File: config.mk
export PLATFORM = sky130hd
export DESIGN_NAME = banked_regfile
export DESIGN_NICKNAME = d
export VERILOG_FILES = /design/src/logic/regfile_pkg.sv /design/src/logic/banked_regfile.sv /design/src/logic/data_addr_gen.sv
export SDC_FILE = /design/constraint.sdc
export NUM_CORES = 2
export LEC_CHECK = 0
export ABC_AREA = 1
export ABC_CLOCK_PERIOD_IN_PS = 5900
export BUFFER_PORTS_ARGS = -buffer_cell sky130_fd_sc_hd__buf_2
export CAP_MARGIN = 20
export CELL_PAD_IN_SITES_DETAIL_PLACEMENT = 0
export CELL_PAD_IN_SITES_GLOBAL_PLACEMENT = 1
export CORE_MARGIN = 5
export CORE_UTILIZATION = 40
export DETAILED_ROUTE_END_ITERATION = 6
export PLACE_DENSITY_LB_ADDON = 0.1
export SKIP_CTS_REPAIR_TIMING = 1
export SLEW_MARGIN = 5
export SYNTH_ARGS = -nofsm -noshare
export SYNTH_HDL_FRONTEND = slang
export SYNTH_SLANG_ARGS = --single-unit
File: constraint.sdc
create_clock -name sys_clk_i -period 5.9 [get_ports sys_clk_i]
set_clock_uncertainty 0.15 [all_clocks]
set_input_delay 1.18 -clock sys_clk_i [delete_from_list [all_inputs] [get_ports sys_clk_i]]
set_output_delay 1.18 -clock sys_clk_i [all_outputs]
set_load 0.03 [all_outputs]
File: src/logic/regfile_pkg.sv
// Constants, encodings and register map shared by the banked register file
// and its data address generator.
// Assumes a single core clock and a synchronous active-high reset.
package regfile_pkg;

    // ------------------------------------------------------------------
    // Register file geometry
    // ------------------------------------------------------------------
    localparam int WORD_W = 16;
    localparam int BYTE_W = 8;
    localparam int VIS_WORDS = 8;
    localparam int LOW_WORDS = 4;
    localparam int NUM_BANKS = 4;
    localparam int EXT_WORDS = 8;
    localparam int BANK_W = 2;
    localparam logic [2:0] SP_IDX = 3'h7;

    // ------------------------------------------------------------------
    // Data address space
    // ------------------------------------------------------------------
    localparam int ADDR_W = 24;
    localparam int SEG_W = 8;
    localparam int DIR_W = 10;
    localparam logic [WORD_W-1:0] STEP_BYTE = 16'h0001;
    localparam logic [WORD_W-1:0] STEP_WORD = 16'h0002;

    typedef enum logic [1:0] {
        AM_DIRECT = 2'b00,
        AM_INDIRECT = 2'b01,
        AM_OFFSET = 2'b10,
        AM_AUTOINC = 2'b11
    } addr_mode_t;

    // ------------------------------------------------------------------
    // Wishbone register map, byte addresses
    // ------------------------------------------------------------------
    localparam int WB_ADR_W = 8;
    localparam logic [7:0] REG_FLAGS = 8'h00;
    localparam logic [7:0] REG_DSEG = 8'h04;
    localparam logic [7:0] REG_ESEG = 8'h08;
    localparam logic [7:0] REG_SSEL = 8'h0C;
    localparam logic [7:0] REG_STATUS = 8'h10;
    localparam int BANK_LSB = 8;
    localparam logic [15:0] FLAGS_RST = 16'h0000;
    localparam logic [7:0] SEG_RST = 8'h00;
    localparam logic [7:0] SSEL_RST = 8'h00;

endpackage

File: src/logic/banked_regfile.sv
// Banked word/byte/bit register file with data address generation and a
// classic Wishbone slave for the flags, segment and segment select registers.
// Assumes the execution unit drives its ports from logic on the same clock.
//
// Contract
// RL1 - Eight words visible at once, also reachable as sixteen bytes.
// RL2 - Lower four words come from one of four banks.
// RL3 - Adjacent word pairs form one 32-bit operand.
// RL4 - Upper four words are shared by all banks.
// RL5 - Word seven is the stack pointer; others may act as data pointers.
// RL6 - Every visible bit is readable and writable; hidden banks are not.
// RL7 - Optional eight extra words, word access only, never pointers.
// RL8 - Data addresses are 24 bits; fewer address lines may be fitted.
// RL9 - Addresses beyond on-chip RAM go to external memory.
// RL10 - Segment number supplies the upper eight address bits.
// RL11 - Two segment registers; each pointer stays linked until changed.
// RL12 - Direct mode reaches only the lowest 1K bytes of the segment.
// RL13 - Indirect address is segment above 16-bit pointer contents.
// RL14 - Offset mode adds signed 8 or 16-bit displacement, then prepends segment.
// RL15 - Auto-increment forms address as indirect, then increments the pointer.
// RL16 - Bank select bits in the processor flags word choose the bank.
// RL17 - Segment select register holds one bit per pointer.
// RL18 - Increment step is one for bytes, two for words.
// RL19 - Pointer arithmetic wraps in 16 bits, never touching segment bits.
//
// The Wishbone interface to the registers and the placing of the registers are this design's own decisions.
`timescale 1ns/1ps
module banked_regfile
    import regfile_pkg::*;
#(
    parameter int EXT_EN = 1,
    parameter int RAM_BYTES = 2048,
    parameter int ADDR_LINES = 24
) (
    input wire logic sys_clk_i,
    input wire logic sys_rst_i,
    input wire logic wb_cyc_i,
    input wire logic wb_stb_i,
    input wire logic wb_we_i,
    input wire logic [WB_ADR_W-1:0] wb_adr_i,
    input wire logic [3:0] wb_sel_i,
    input wire logic [31:0] wb_dat_i,
    output logic [31:0] wb_dat_o,
    output logic wb_ack_o,
    input wire logic rd_en_i,
    input wire logic rd_byte_i,
    input wire logic [3:0] rd_idx_i,
    output logic [WORD_W-1:0] rd_data_o,
    input wire logic wr_en_i,
    input wire logic wr_byte_i,
    input wire logic [3:0] wr_idx_i,
    input wire logic [WORD_W-1:0] wr_data_i,
    input wire logic [6:0] bit_addr_i,
    input wire logic bit_wr_en_i,
    input wire logic bit_val_i,
    output logic bit_o,
    input wire logic [1:0] dw_idx_i,
    input wire logic dw_wr_en_i,
    input wire logic [2*WORD_W-1:0] dw_wr_data_i,
    output logic [2*WORD_W-1:0] dw_rd_o,
    output logic [WORD_W-1:0] sp_o,
    input wire logic ag_req_i,
    input wire addr_mode_t ag_mode_i,
    input wire logic [2:0] ag_ptr_i,
    input wire logic ag_byte_i,
    input wire logic [WORD_W-1:0] ag_disp_i,
    input wire logic ag_disp_wide_i,
    input wire logic [DIR_W-1:0] ag_dir_i,
    input wire logic ag_done_i,
    output logic [ADDR_W-1:0] ag_addr_o,
    output logic ag_ext_o,
    output logic ag_valid_o
);

    localparam logic [ADDR_W-1:0] ADDR_MASK = ADDR_W'((64'h1 << ADDR_LINES) - 64'h1);
    localparam logic [ADDR_W-1:0] RAM_LAST = ADDR_W'(RAM_BYTES - 1);

    // ------------------------------------------------------------------
    // Helpers
    // ------------------------------------------------------------------
    function automatic logic [BYTE_W-1:0] get_byte(input logic [WORD_W-1:0] w,
                                                   input logic hi);
        get_byte = hi ? w[WORD_W-1:BYTE_W] : w[BYTE_W-1:0];
    endfunction

    function automatic logic [WORD_W-1:0] merge16(input logic [WORD_W-1:0] old,
                                                  input logic [31:0] dat,
                                                  input logic [1:0] sel);
        merge16 = {sel[1] ? dat[15:8] : old[15:8], sel[0] ? dat[7:0] : old[7:0]};
    endfunction

    // ------------------------------------------------------------------
    // Storage
    // ------------------------------------------------------------------
    logic [NUM_BANKS*LOW_WORDS-1:0][WORD_W-1:0] bank_mem_reg;
    logic [VIS_WORDS-LOW_WORDS-1:0][WORD_W-1:0] upper_mem_reg;
    logic [EXT_WORDS-1:0][WORD_W-1:0] ext_mem_reg;
    logic [VIS_WORDS-1:0][WORD_W-1:0] vis_word;
    logic [VIS_WORDS-1:0][WORD_W-1:0] vis_next;
    logic [VIS_WORDS-1:0] vis_we;
    logic [WORD_W-1:0] flags_reg;
    logic [SEG_W-1:0] dseg_reg;
    logic [SEG_W-1:0] eseg_reg;
    logic [VIS_WORDS-1:0] ssel_reg;
    logic [BANK_W-1:0] bank_sel;
    logic inc_pend_reg;
    logic [2:0] inc_ptr_reg;
    logic [WORD_W-1:0] inc_step_reg;
    logic inc_fire;
    logic [SEG_W-1:0] ag_seg;
    logic [ADDR_W-1:0] ag_addr_raw;
    logic [ADDR_W-1:0] ag_addr_next;
    logic wb_req;

    assign bank_sel = flags_reg[BANK_LSB +: BANK_W]; // RL16
    assign inc_fire = ag_done_i && inc_pend_reg;
    assign sp_o = upper_mem_reg[SP_IDX - 3'(LOW_WORDS)]; // RL5

    // ------------------------------------------------------------------
    // Visible window
    // ------------------------------------------------------------------
    genvar gi;
    generate
        for (gi = 0; gi < VIS_WORDS; gi++) begin : g_vis
            if (gi < LOW_WORDS) begin : g_low
                assign vis_word[gi] = bank_mem_reg[{bank_sel, 2'(gi)}]; // RL2
            end else begin : g_up
                assign vis_word[gi] = upper_mem_reg[gi-LOW_WORDS]; // RL4
            end
        end
    endgenerate

    // Later writers win: increment, double word, word or byte, then bit.
    always_comb begin
        vis_next = vis_word;
        vis_we = '0;
        if (inc_fire) begin
            vis_next[inc_ptr_reg] = vis_word[inc_ptr_reg] + inc_step_reg; // RL15 RL19
            vis_we[inc_ptr_reg] = 1'b1;
        end
        if (dw_wr_en_i) begin
            vis_next[{dw_idx_i, 1'b0}] = dw_wr_data_i[WORD_W-1:0]; // RL3
            vis_next[{dw_idx_i, 1'b1}] = dw_wr_data_i[2*WORD_W-1:WORD_W];
            vis_we[{dw_idx_i, 1'b0}] = 1'b1;
            vis_we[{dw_idx_i, 1'b1}] = 1'b1;
        end
        if (wr_en_i && wr_byte_i) begin
            if (wr_idx_i[0]) begin
                vis_next[wr_idx_i[3:1]][WORD_W-1:BYTE_W] = wr_data_i[BYTE_W-1:0]; // RL1
            end else begin
                vis_next[wr_idx_i[3:1]][BYTE_W-1:0] = wr_data_i[BYTE_W-1:0];
            end
            vis_we[wr_idx_i[3:1]] = 1'b1;
        end else if (wr_en_i && !wr_idx_i[3]) begin
            vis_next[wr_idx_i[2:0]] = wr_data_i; // RL1
            vis_we[wr_idx_i[2:0]] = 1'b1;
        end
        if (bit_wr_en_i) begin
            vis_next[bit_addr_i[6:4]][bit_addr_i[3:0]] = bit_val_i; // RL6
            vis_we[bit_addr_i[6:4]] = 1'b1;
        end
    end

    // Only the selected bank is written, so hidden banks keep their context.
    always_ff @(posedge sys_clk_i) begin
        if (sys_rst_i) begin
            bank_mem_reg <= '0;
            upper_mem_reg <= '0;
        end else begin
            for (int i = 0; i < VIS_WORDS; i++) begin
                if (vis_we[i] && i < LOW_WORDS) begin
                    bank_mem_reg[{bank_sel, 2'(i)}] <= vis_next[i]; // RL2 RL6
                end else if (vis_we[i]) begin
                    upper_mem_reg[i-LOW_WORDS] <= vis_next[i]; // RL4
                end
            end
        end
    end

    // Extra words take whole-word writes only and never feed the pointer path.
    always_ff @(posedge sys_clk_i) begin
        if (sys_rst_i) begin
            ext_mem_reg <= '0;
        end else if (EXT_EN != 0 && wr_en_i && !wr_byte_i && wr_idx_i[3]) begin
            ext_mem_reg[wr_idx_i[2:0]] <= wr_data_i; // RL7
        end
    end

    // ------------------------------------------------------------------
    // Read ports
    // ------------------------------------------------------------------
    always_ff @(posedge sys_clk_i) begin
        if (sys_rst_i) begin
            rd_data_o <= '0;
            bit_o <= 1'b0;
            dw_rd_o <= '0;
        end else begin
            if (rd_en_i && rd_byte_i) begin
                rd_data_o <= {8'h00, get_byte(vis_word[rd_idx_i[3:1]], rd_idx_i[0])}; // RL1
            end else if (rd_en_i && rd_idx_i[3]) begin
                rd_data_o <= (EXT_EN != 0) ? ext_mem_reg[rd_idx_i[2:0]] : 16'h0000; // RL7
            end else if (rd_en_i) begin
                rd_data_o <= vis_word[rd_idx_i[2:0]]; // RL1
            end
            bit_o <= vis_word[bit_addr_i[6:4]][bit_addr_i[3:0]]; // RL6
            dw_rd_o <= {vis_word[{dw_idx_i, 1'b1}], vis_word[{dw_idx_i, 1'b0}]}; // RL3
        end
    end

    // ------------------------------------------------------------------
    // Address generation
    // ------------------------------------------------------------------
    assign ag_seg = ssel_reg[ag_ptr_i] ? eseg_reg : dseg_reg; // RL11 RL17

    data_addr_gen u_addr_gen (
        .mode_i(ag_mode_i),
        .ptr_i(vis_word[ag_ptr_i]),
        .seg_i(ag_seg),
        .dseg_i(dseg_reg),
        .disp_i(ag_disp_i),
        .disp_wide_i(ag_disp_wide_i),
        .dir_i(ag_dir_i),
        .addr_o(ag_addr_raw)
    );

    // Parts with fewer address lines simply lose the top bits.
    assign ag_addr_next = ag_addr_raw & ADDR_MASK; // RL8 RL10

    always_ff @(posedge sys_clk_i) begin
        if (sys_rst_i) begin
            ag_addr_o <= '0;
            ag_ext_o <= 1'b0;
            ag_valid_o <= 1'b0;
        end else begin
            ag_valid_o <= ag_req_i;
            if (ag_req_i) begin
                ag_addr_o <= ag_addr_next;
                ag_ext_o <= ag_addr_next > RAM_LAST; // RL9
            end
        end
    end

    // A new auto-increment request in the completing cycle re-arms the step.
    always_ff @(posedge sys_clk_i) begin
        if (sys_rst_i) begin
            inc_pend_reg <= 1'b0;
            inc_ptr_reg <= '0;
            inc_step_reg <= STEP_WORD;
        end else if (ag_req_i && ag_mode_i == AM_AUTOINC) begin
            inc_pend_reg <= 1'b1;
            inc_ptr_reg <= ag_ptr_i;
            inc_step_reg <= ag_byte_i ? STEP_BYTE : STEP_WORD; // RL18
        end else if (ag_done_i) begin
            inc_pend_reg <= 1'b0;
        end
    end

    // ------------------------------------------------------------------
    // Wishbone slave
    // ------------------------------------------------------------------
    assign wb_req = wb_cyc_i && wb_stb_i;

    always_ff @(posedge sys_clk_i) begin
        if (sys_rst_i) begin
            wb_ack_o <= 1'b0;
            wb_dat_o <= '0;
        end else begin
            wb_ack_o <= wb_req && !wb_ack_o;
            if (wb_req && !wb_ack_o) begin
                case ({wb_adr_i[7:2], 2'b00})
                    REG_FLAGS: wb_dat_o <= {16'h0000, flags_reg};
                    REG_DSEG: wb_dat_o <= {24'h000000, dseg_reg};
                    REG_ESEG: wb_dat_o <= {24'h000000, eseg_reg};
                    REG_SSEL: wb_dat_o <= {24'h000000, ssel_reg};
                    REG_STATUS: wb_dat_o <= {7'h00, ag_ext_o, ag_addr_o};
                    default: wb_dat_o <= 32'h00000000;
                endcase
            end
        end
    end

    // Writes land on the acknowledging edge, when the master samples ack.
    always_ff @(posedge sys_clk_i) begin
        if (sys_rst_i) begin
            flags_reg <= FLAGS_RST;
            dseg_reg <= SEG_RST;
            eseg_reg <= SEG_RST;
            ssel_reg <= SSEL_RST;
        end else if (wb_req && wb_we_i && wb_ack_o) begin
            case ({wb_adr_i[7:2], 2'b00})
                REG_FLAGS: flags_reg <= merge16(flags_reg, wb_dat_i, wb_sel_i[1:0]); // RL16
                REG_DSEG: dseg_reg <= wb_sel_i[0] ? wb_dat_i[7:0] : dseg_reg; // RL11
                REG_ESEG: eseg_reg <= wb_sel_i[0] ? wb_dat_i[7:0] : eseg_reg; // RL11
                REG_SSEL: ssel_reg <= wb_sel_i[0] ? wb_dat_i[7:0] : ssel_reg; // RL17
                default: ;
            endcase
        end
    end
endmodule

File: src/logic/data_addr_gen.sv
// Combinational 24-bit data address former for the four addressing modes.
// Assumes the caller supplies the pointer value and its linked segment.
`timescale 1ns/1ps
module data_addr_gen
    import regfile_pkg::*;
(
    input wire addr_mode_t mode_i,
    input wire logic [WORD_W-1:0] ptr_i,
    input wire logic [SEG_W-1:0] seg_i,
    input wire logic [SEG_W-1:0] dseg_i,
    input wire logic [WORD_W-1:0] disp_i,
    input wire logic disp_wide_i,
    input wire logic [DIR_W-1:0] dir_i,
    output logic [ADDR_W-1:0] addr_o
);

    logic [WORD_W-1:0] disp;
    logic [WORD_W-1:0] sum;

    // ------------------------------------------------------------------
    // Address forming
    // ------------------------------------------------------------------
    always_comb begin
        disp = disp_wide_i ? disp_i : {{BYTE_W{disp_i[BYTE_W-1]}}, disp_i[BYTE_W-1:0]}; // RL14
        // The sum is kept at 16 bits so a carry never leaks into the segment.
        sum = ptr_i + disp; // RL19
        case (mode_i)
            AM_DIRECT: addr_o = {dseg_i, {(WORD_W-DIR_W){1'b0}}, dir_i}; // RL12
            AM_INDIRECT: addr_o = {seg_i, ptr_i}; // RL13
            AM_OFFSET: addr_o = {seg_i, sum}; // RL14
            AM_AUTOINC: addr_o = {seg_i, ptr_i}; // RL15
            default: addr_o = {seg_i, ptr_i};
        endcase
    end

endmodule

==> results.sh <==
export IMPL_status="finished with violations"
export IMPL_violations="DRC"
export IMPL_fp_coreArea_mm2=0.0950
export IMPL_powerDensity_mw_per_mm2=266
export IMPL_fin_crit_sh_pct=94.4
export IMPL_fin_crit_ps=5570
export IMPL_crit_path_max_fanout=24
export IMPL_synth_seq_cells=595
export IMPL_grt_setup_unrepaired="false"
export IMPL_cts_made_buffers=71
export IMPL_power_internal_uw=7350
export IMPL_netlist_instances=6116
export IMPL_drive_above_1_share_pct=10.4
export IMPL_instances_no_fill=7487
export IMPL_hold_class="reg2reg"
export IMPL_first_iter_violations=7124
export IMPL_seqPwrFrac_pct=37.3
export IMPL_cts_root_buffer="clkbuf_16"
export IMPL_die_h_um=320
export IMPL_final_cell_mix="nand2_1 (1245), o21ai_0 (864), a21oi_1 (630), inv_1 (602), dfxtp_1 (592)"
export IMPL_synth_avg_cell_area_um2=6.27
export IMPL_routed_wl_um=226000
export IMPL_vias_per_cell=6.26
export IMPL_ioPinCount=280
export IMPL_post_route_util_pct=45.3
export IMPL_synthFlopType="dfxtp_1"
export IMPL_max_slew_margin_pct=16.4
export IMPL_hold_viol=0
export IMPL_dp_cells=7341
export IMPL_ctsHtreeMaxLevel=3
export IMPL_dr_pass1_iters=7
export IMPL_cts_sinks=595
export IMPL_cts_tree="yes"
export IMPL_comb_power_share_pct=22.7
export IMPL_p_sw_uw=4100
export IMPL_fin_nets=6326
export IMPL_ys_async_sr_fraction_pct=0
export IMPL_yosysUniqueCellTypes=64
export IMPL_dpl_instance_area_mm2=0.0405
export IMPL_cts_reportedPaths_clkPinSlew_ps=60
export IMPL_ir_worst_vdd_mv=0.236
export IMPL_antenna_found_initial=21
export IMPL_finalPower_uw=11500
export IMPL_clock_fmax_ghz=0.180
export IMPL_synth_edf_count=0
export IMPL_grt_pass1_vias=41400
export IMPL_sw_frac_of_total_pct=35.8
export IMPL_final_common_cell="nand2_1"
export IMPL_cts_buffer_depth=3
export IMPL_grt_max_degree=146
export IMPL_leakage_uw=0.0184
export IMPL_fin_area_mm2=0.0430
export IMPL_drv_slew=0
export IMPL_io_buffers=252
export IMPL_finalSetupTns_ps=0
export IMPL_grt_overflow=0
export IMPL_rows=113
export IMPL_drv_cap=0
export IMPL_largest_reg_flops=256
export IMPL_arrival_ps=6020
export IMPL_hpwlAfterDp_um=165000
export IMPL_ant_nets=0
export IMPL_crit_required_ps=6350
export IMPL_pwr_share_clk_pct=40.1
export IMPL_worst_slew_pin_slew_ps=1250
export IMPL_post_route_drc_count=6
export IMPL_fp_dieW_um=320
export IMPL_endpoint_kind="register"
export IMPL_vias=46800
export IMPL_gp_congestion=1.10
export IMPL_ys_warn_count=0
export IMPL_grt_pass1_wl_um=313000
export IMPL_clk_latency_ps=690
export IMPL_setup_viol=0
export IMPL_wire_per_inst_um=30.2
export IMPL_grtUsageTotal_pct=41.8
export IMPL_start_util_pct=40.3
export IMPL_synth_area_mm2=0.0383
export IMPL_area_delta_synth_final_pct=12.2
export IMPL_worstSetupStartpointType="register"
export IMPL_yosysSeqAreaShare_pct=31.1
export IMPL_die_area_mm2=0.102
export IMPL_worstSetupPathType="reg2reg"
-- metal layers --
metal | share of wire, % | vias to the layer above | track usage [%]
met3 | 13 | 806 | 14.3
met5 | 0.15 | - | 0.787
met2 | 40 | 3174 | 59.2
met4 | 7.5 | 14 | 25.0
met1 | 39 | 21900 | 54.7
li1 | - | 21000 | -
-- power by group through the flow --
stage | combinational, µW | clock, µW | sequential [µW]
after floorplan | 1270 | 0 | 4360
after global placement | 2440 | 0 | 4350
after detailed placement | 2440 | 0 | 4350
after CTS | 2450 | 4630 | 4260
after global routing | 2660 | 4810 | 4270
final | 2590 | 4590 | 4270
-- cells in the mapped netlist, types with 20 or more instances --
cell	number	share of area, %
o21ai_1	35	0.46
nand2_2	23	0.38
inv_1	606	5.9
nor3_1	20	0.26
dfxtp_1	595	31
a221oi_1	61	1.4
a21oi_1	630	8.2
o31ai_1	30	0.59
buf_2	38	0.50
a31oi_1	52	0.85
o211ai_1	232	4.5
nand2_1	1245	12
clkbuf_1	350	3.4
nor2_1	525	5.1
buf_4	40	0.78
o221ai_1	62	1.4
nand3_1	324	4.2
o22ai_1	149	2.4
o21ai_0	864	11
-- critical path, cell delays in order, from the launching register on --
cell and delay (ps):
dfxtp_2 510, buf_4 400, nor2_1 260, buf_4 220, a22o_1 200, a221oi_1 230
buf_4 250, inv_1 80, a21oi_1 220, o211ai_1 220, ha_1 330, a21oi_1 190
inv_1 60, nand2_1 160, nor2_1 90, nand2_1 60, nand2_1 270, o221ai_1 720
o2111ai_1 540, nand3_1 190, nand2_1 60, inv_1 50
-- worst paths after layout --
check	start	endpoint	slack, ps	cells past startpoint
worst max-delay path	flags_reg[9]$_SDFFE_PP0P_	bank_mem_reg[245]$_SDFFE_PP0P_	330	21
worst min-delay path	ext_mem_reg[70]$_SDFFE_PP0P_	ext_mem_reg[70]$_SDFFE_PP0P_	300	2
worst max register to register	flags_reg[9]$_SDFFE_PP0P_	bank_mem_reg[245]$_SDFFE_PP0P_	330	21
worst min register to register	ext_mem_reg[70]$_SDFFE_PP0P_	ext_mem_reg[70]$_SDFFE_PP0P_	300	2
-- stage by stage --
| stage | worst slack [ps] | hold slack, ps |
|---|---|---|
| CTS | 745 | 299 |
| global placement | 745 | 299 |
| detailed placement | 700 | 289 |
| floorplan | 1160 | 274 |
| finish | 331 | 300 |
| global route | 217 | 315 |
-- layout make-up --
class | count | area [µm²]
timing repair buffer | 414 | 2570
fill | 10400 | 52000
inverter | 641 | 2420
multi-input combinational | 4428 | 22100
sequential | 595 | 11900
tap | 1265 | 1580
antenna | 15 | 37.5
clock buffer | 100 | 2080
clock inverter | 29 | 313
-- cells by family (layout without fill, tap and decap cells) --
logic type / Yosys count / in the layout / share of synthesized area (%)
adders and majority gates: 19 / 19 / 0.660
DFF: 595 / 595 / 31.1
AOI/OAI and AO/OA: 2200 / 2200 / 33.1
xor gates and xnor gates: 9 / 9 / 0.255
other: 1 / 22 / 0.00979
and+or+nand+nor: 2193 / 2193 / 23.3
buffers and inverters: 1099 / 1184 / 11.6
Note: power is estimated with default switching activity, not from simulation.
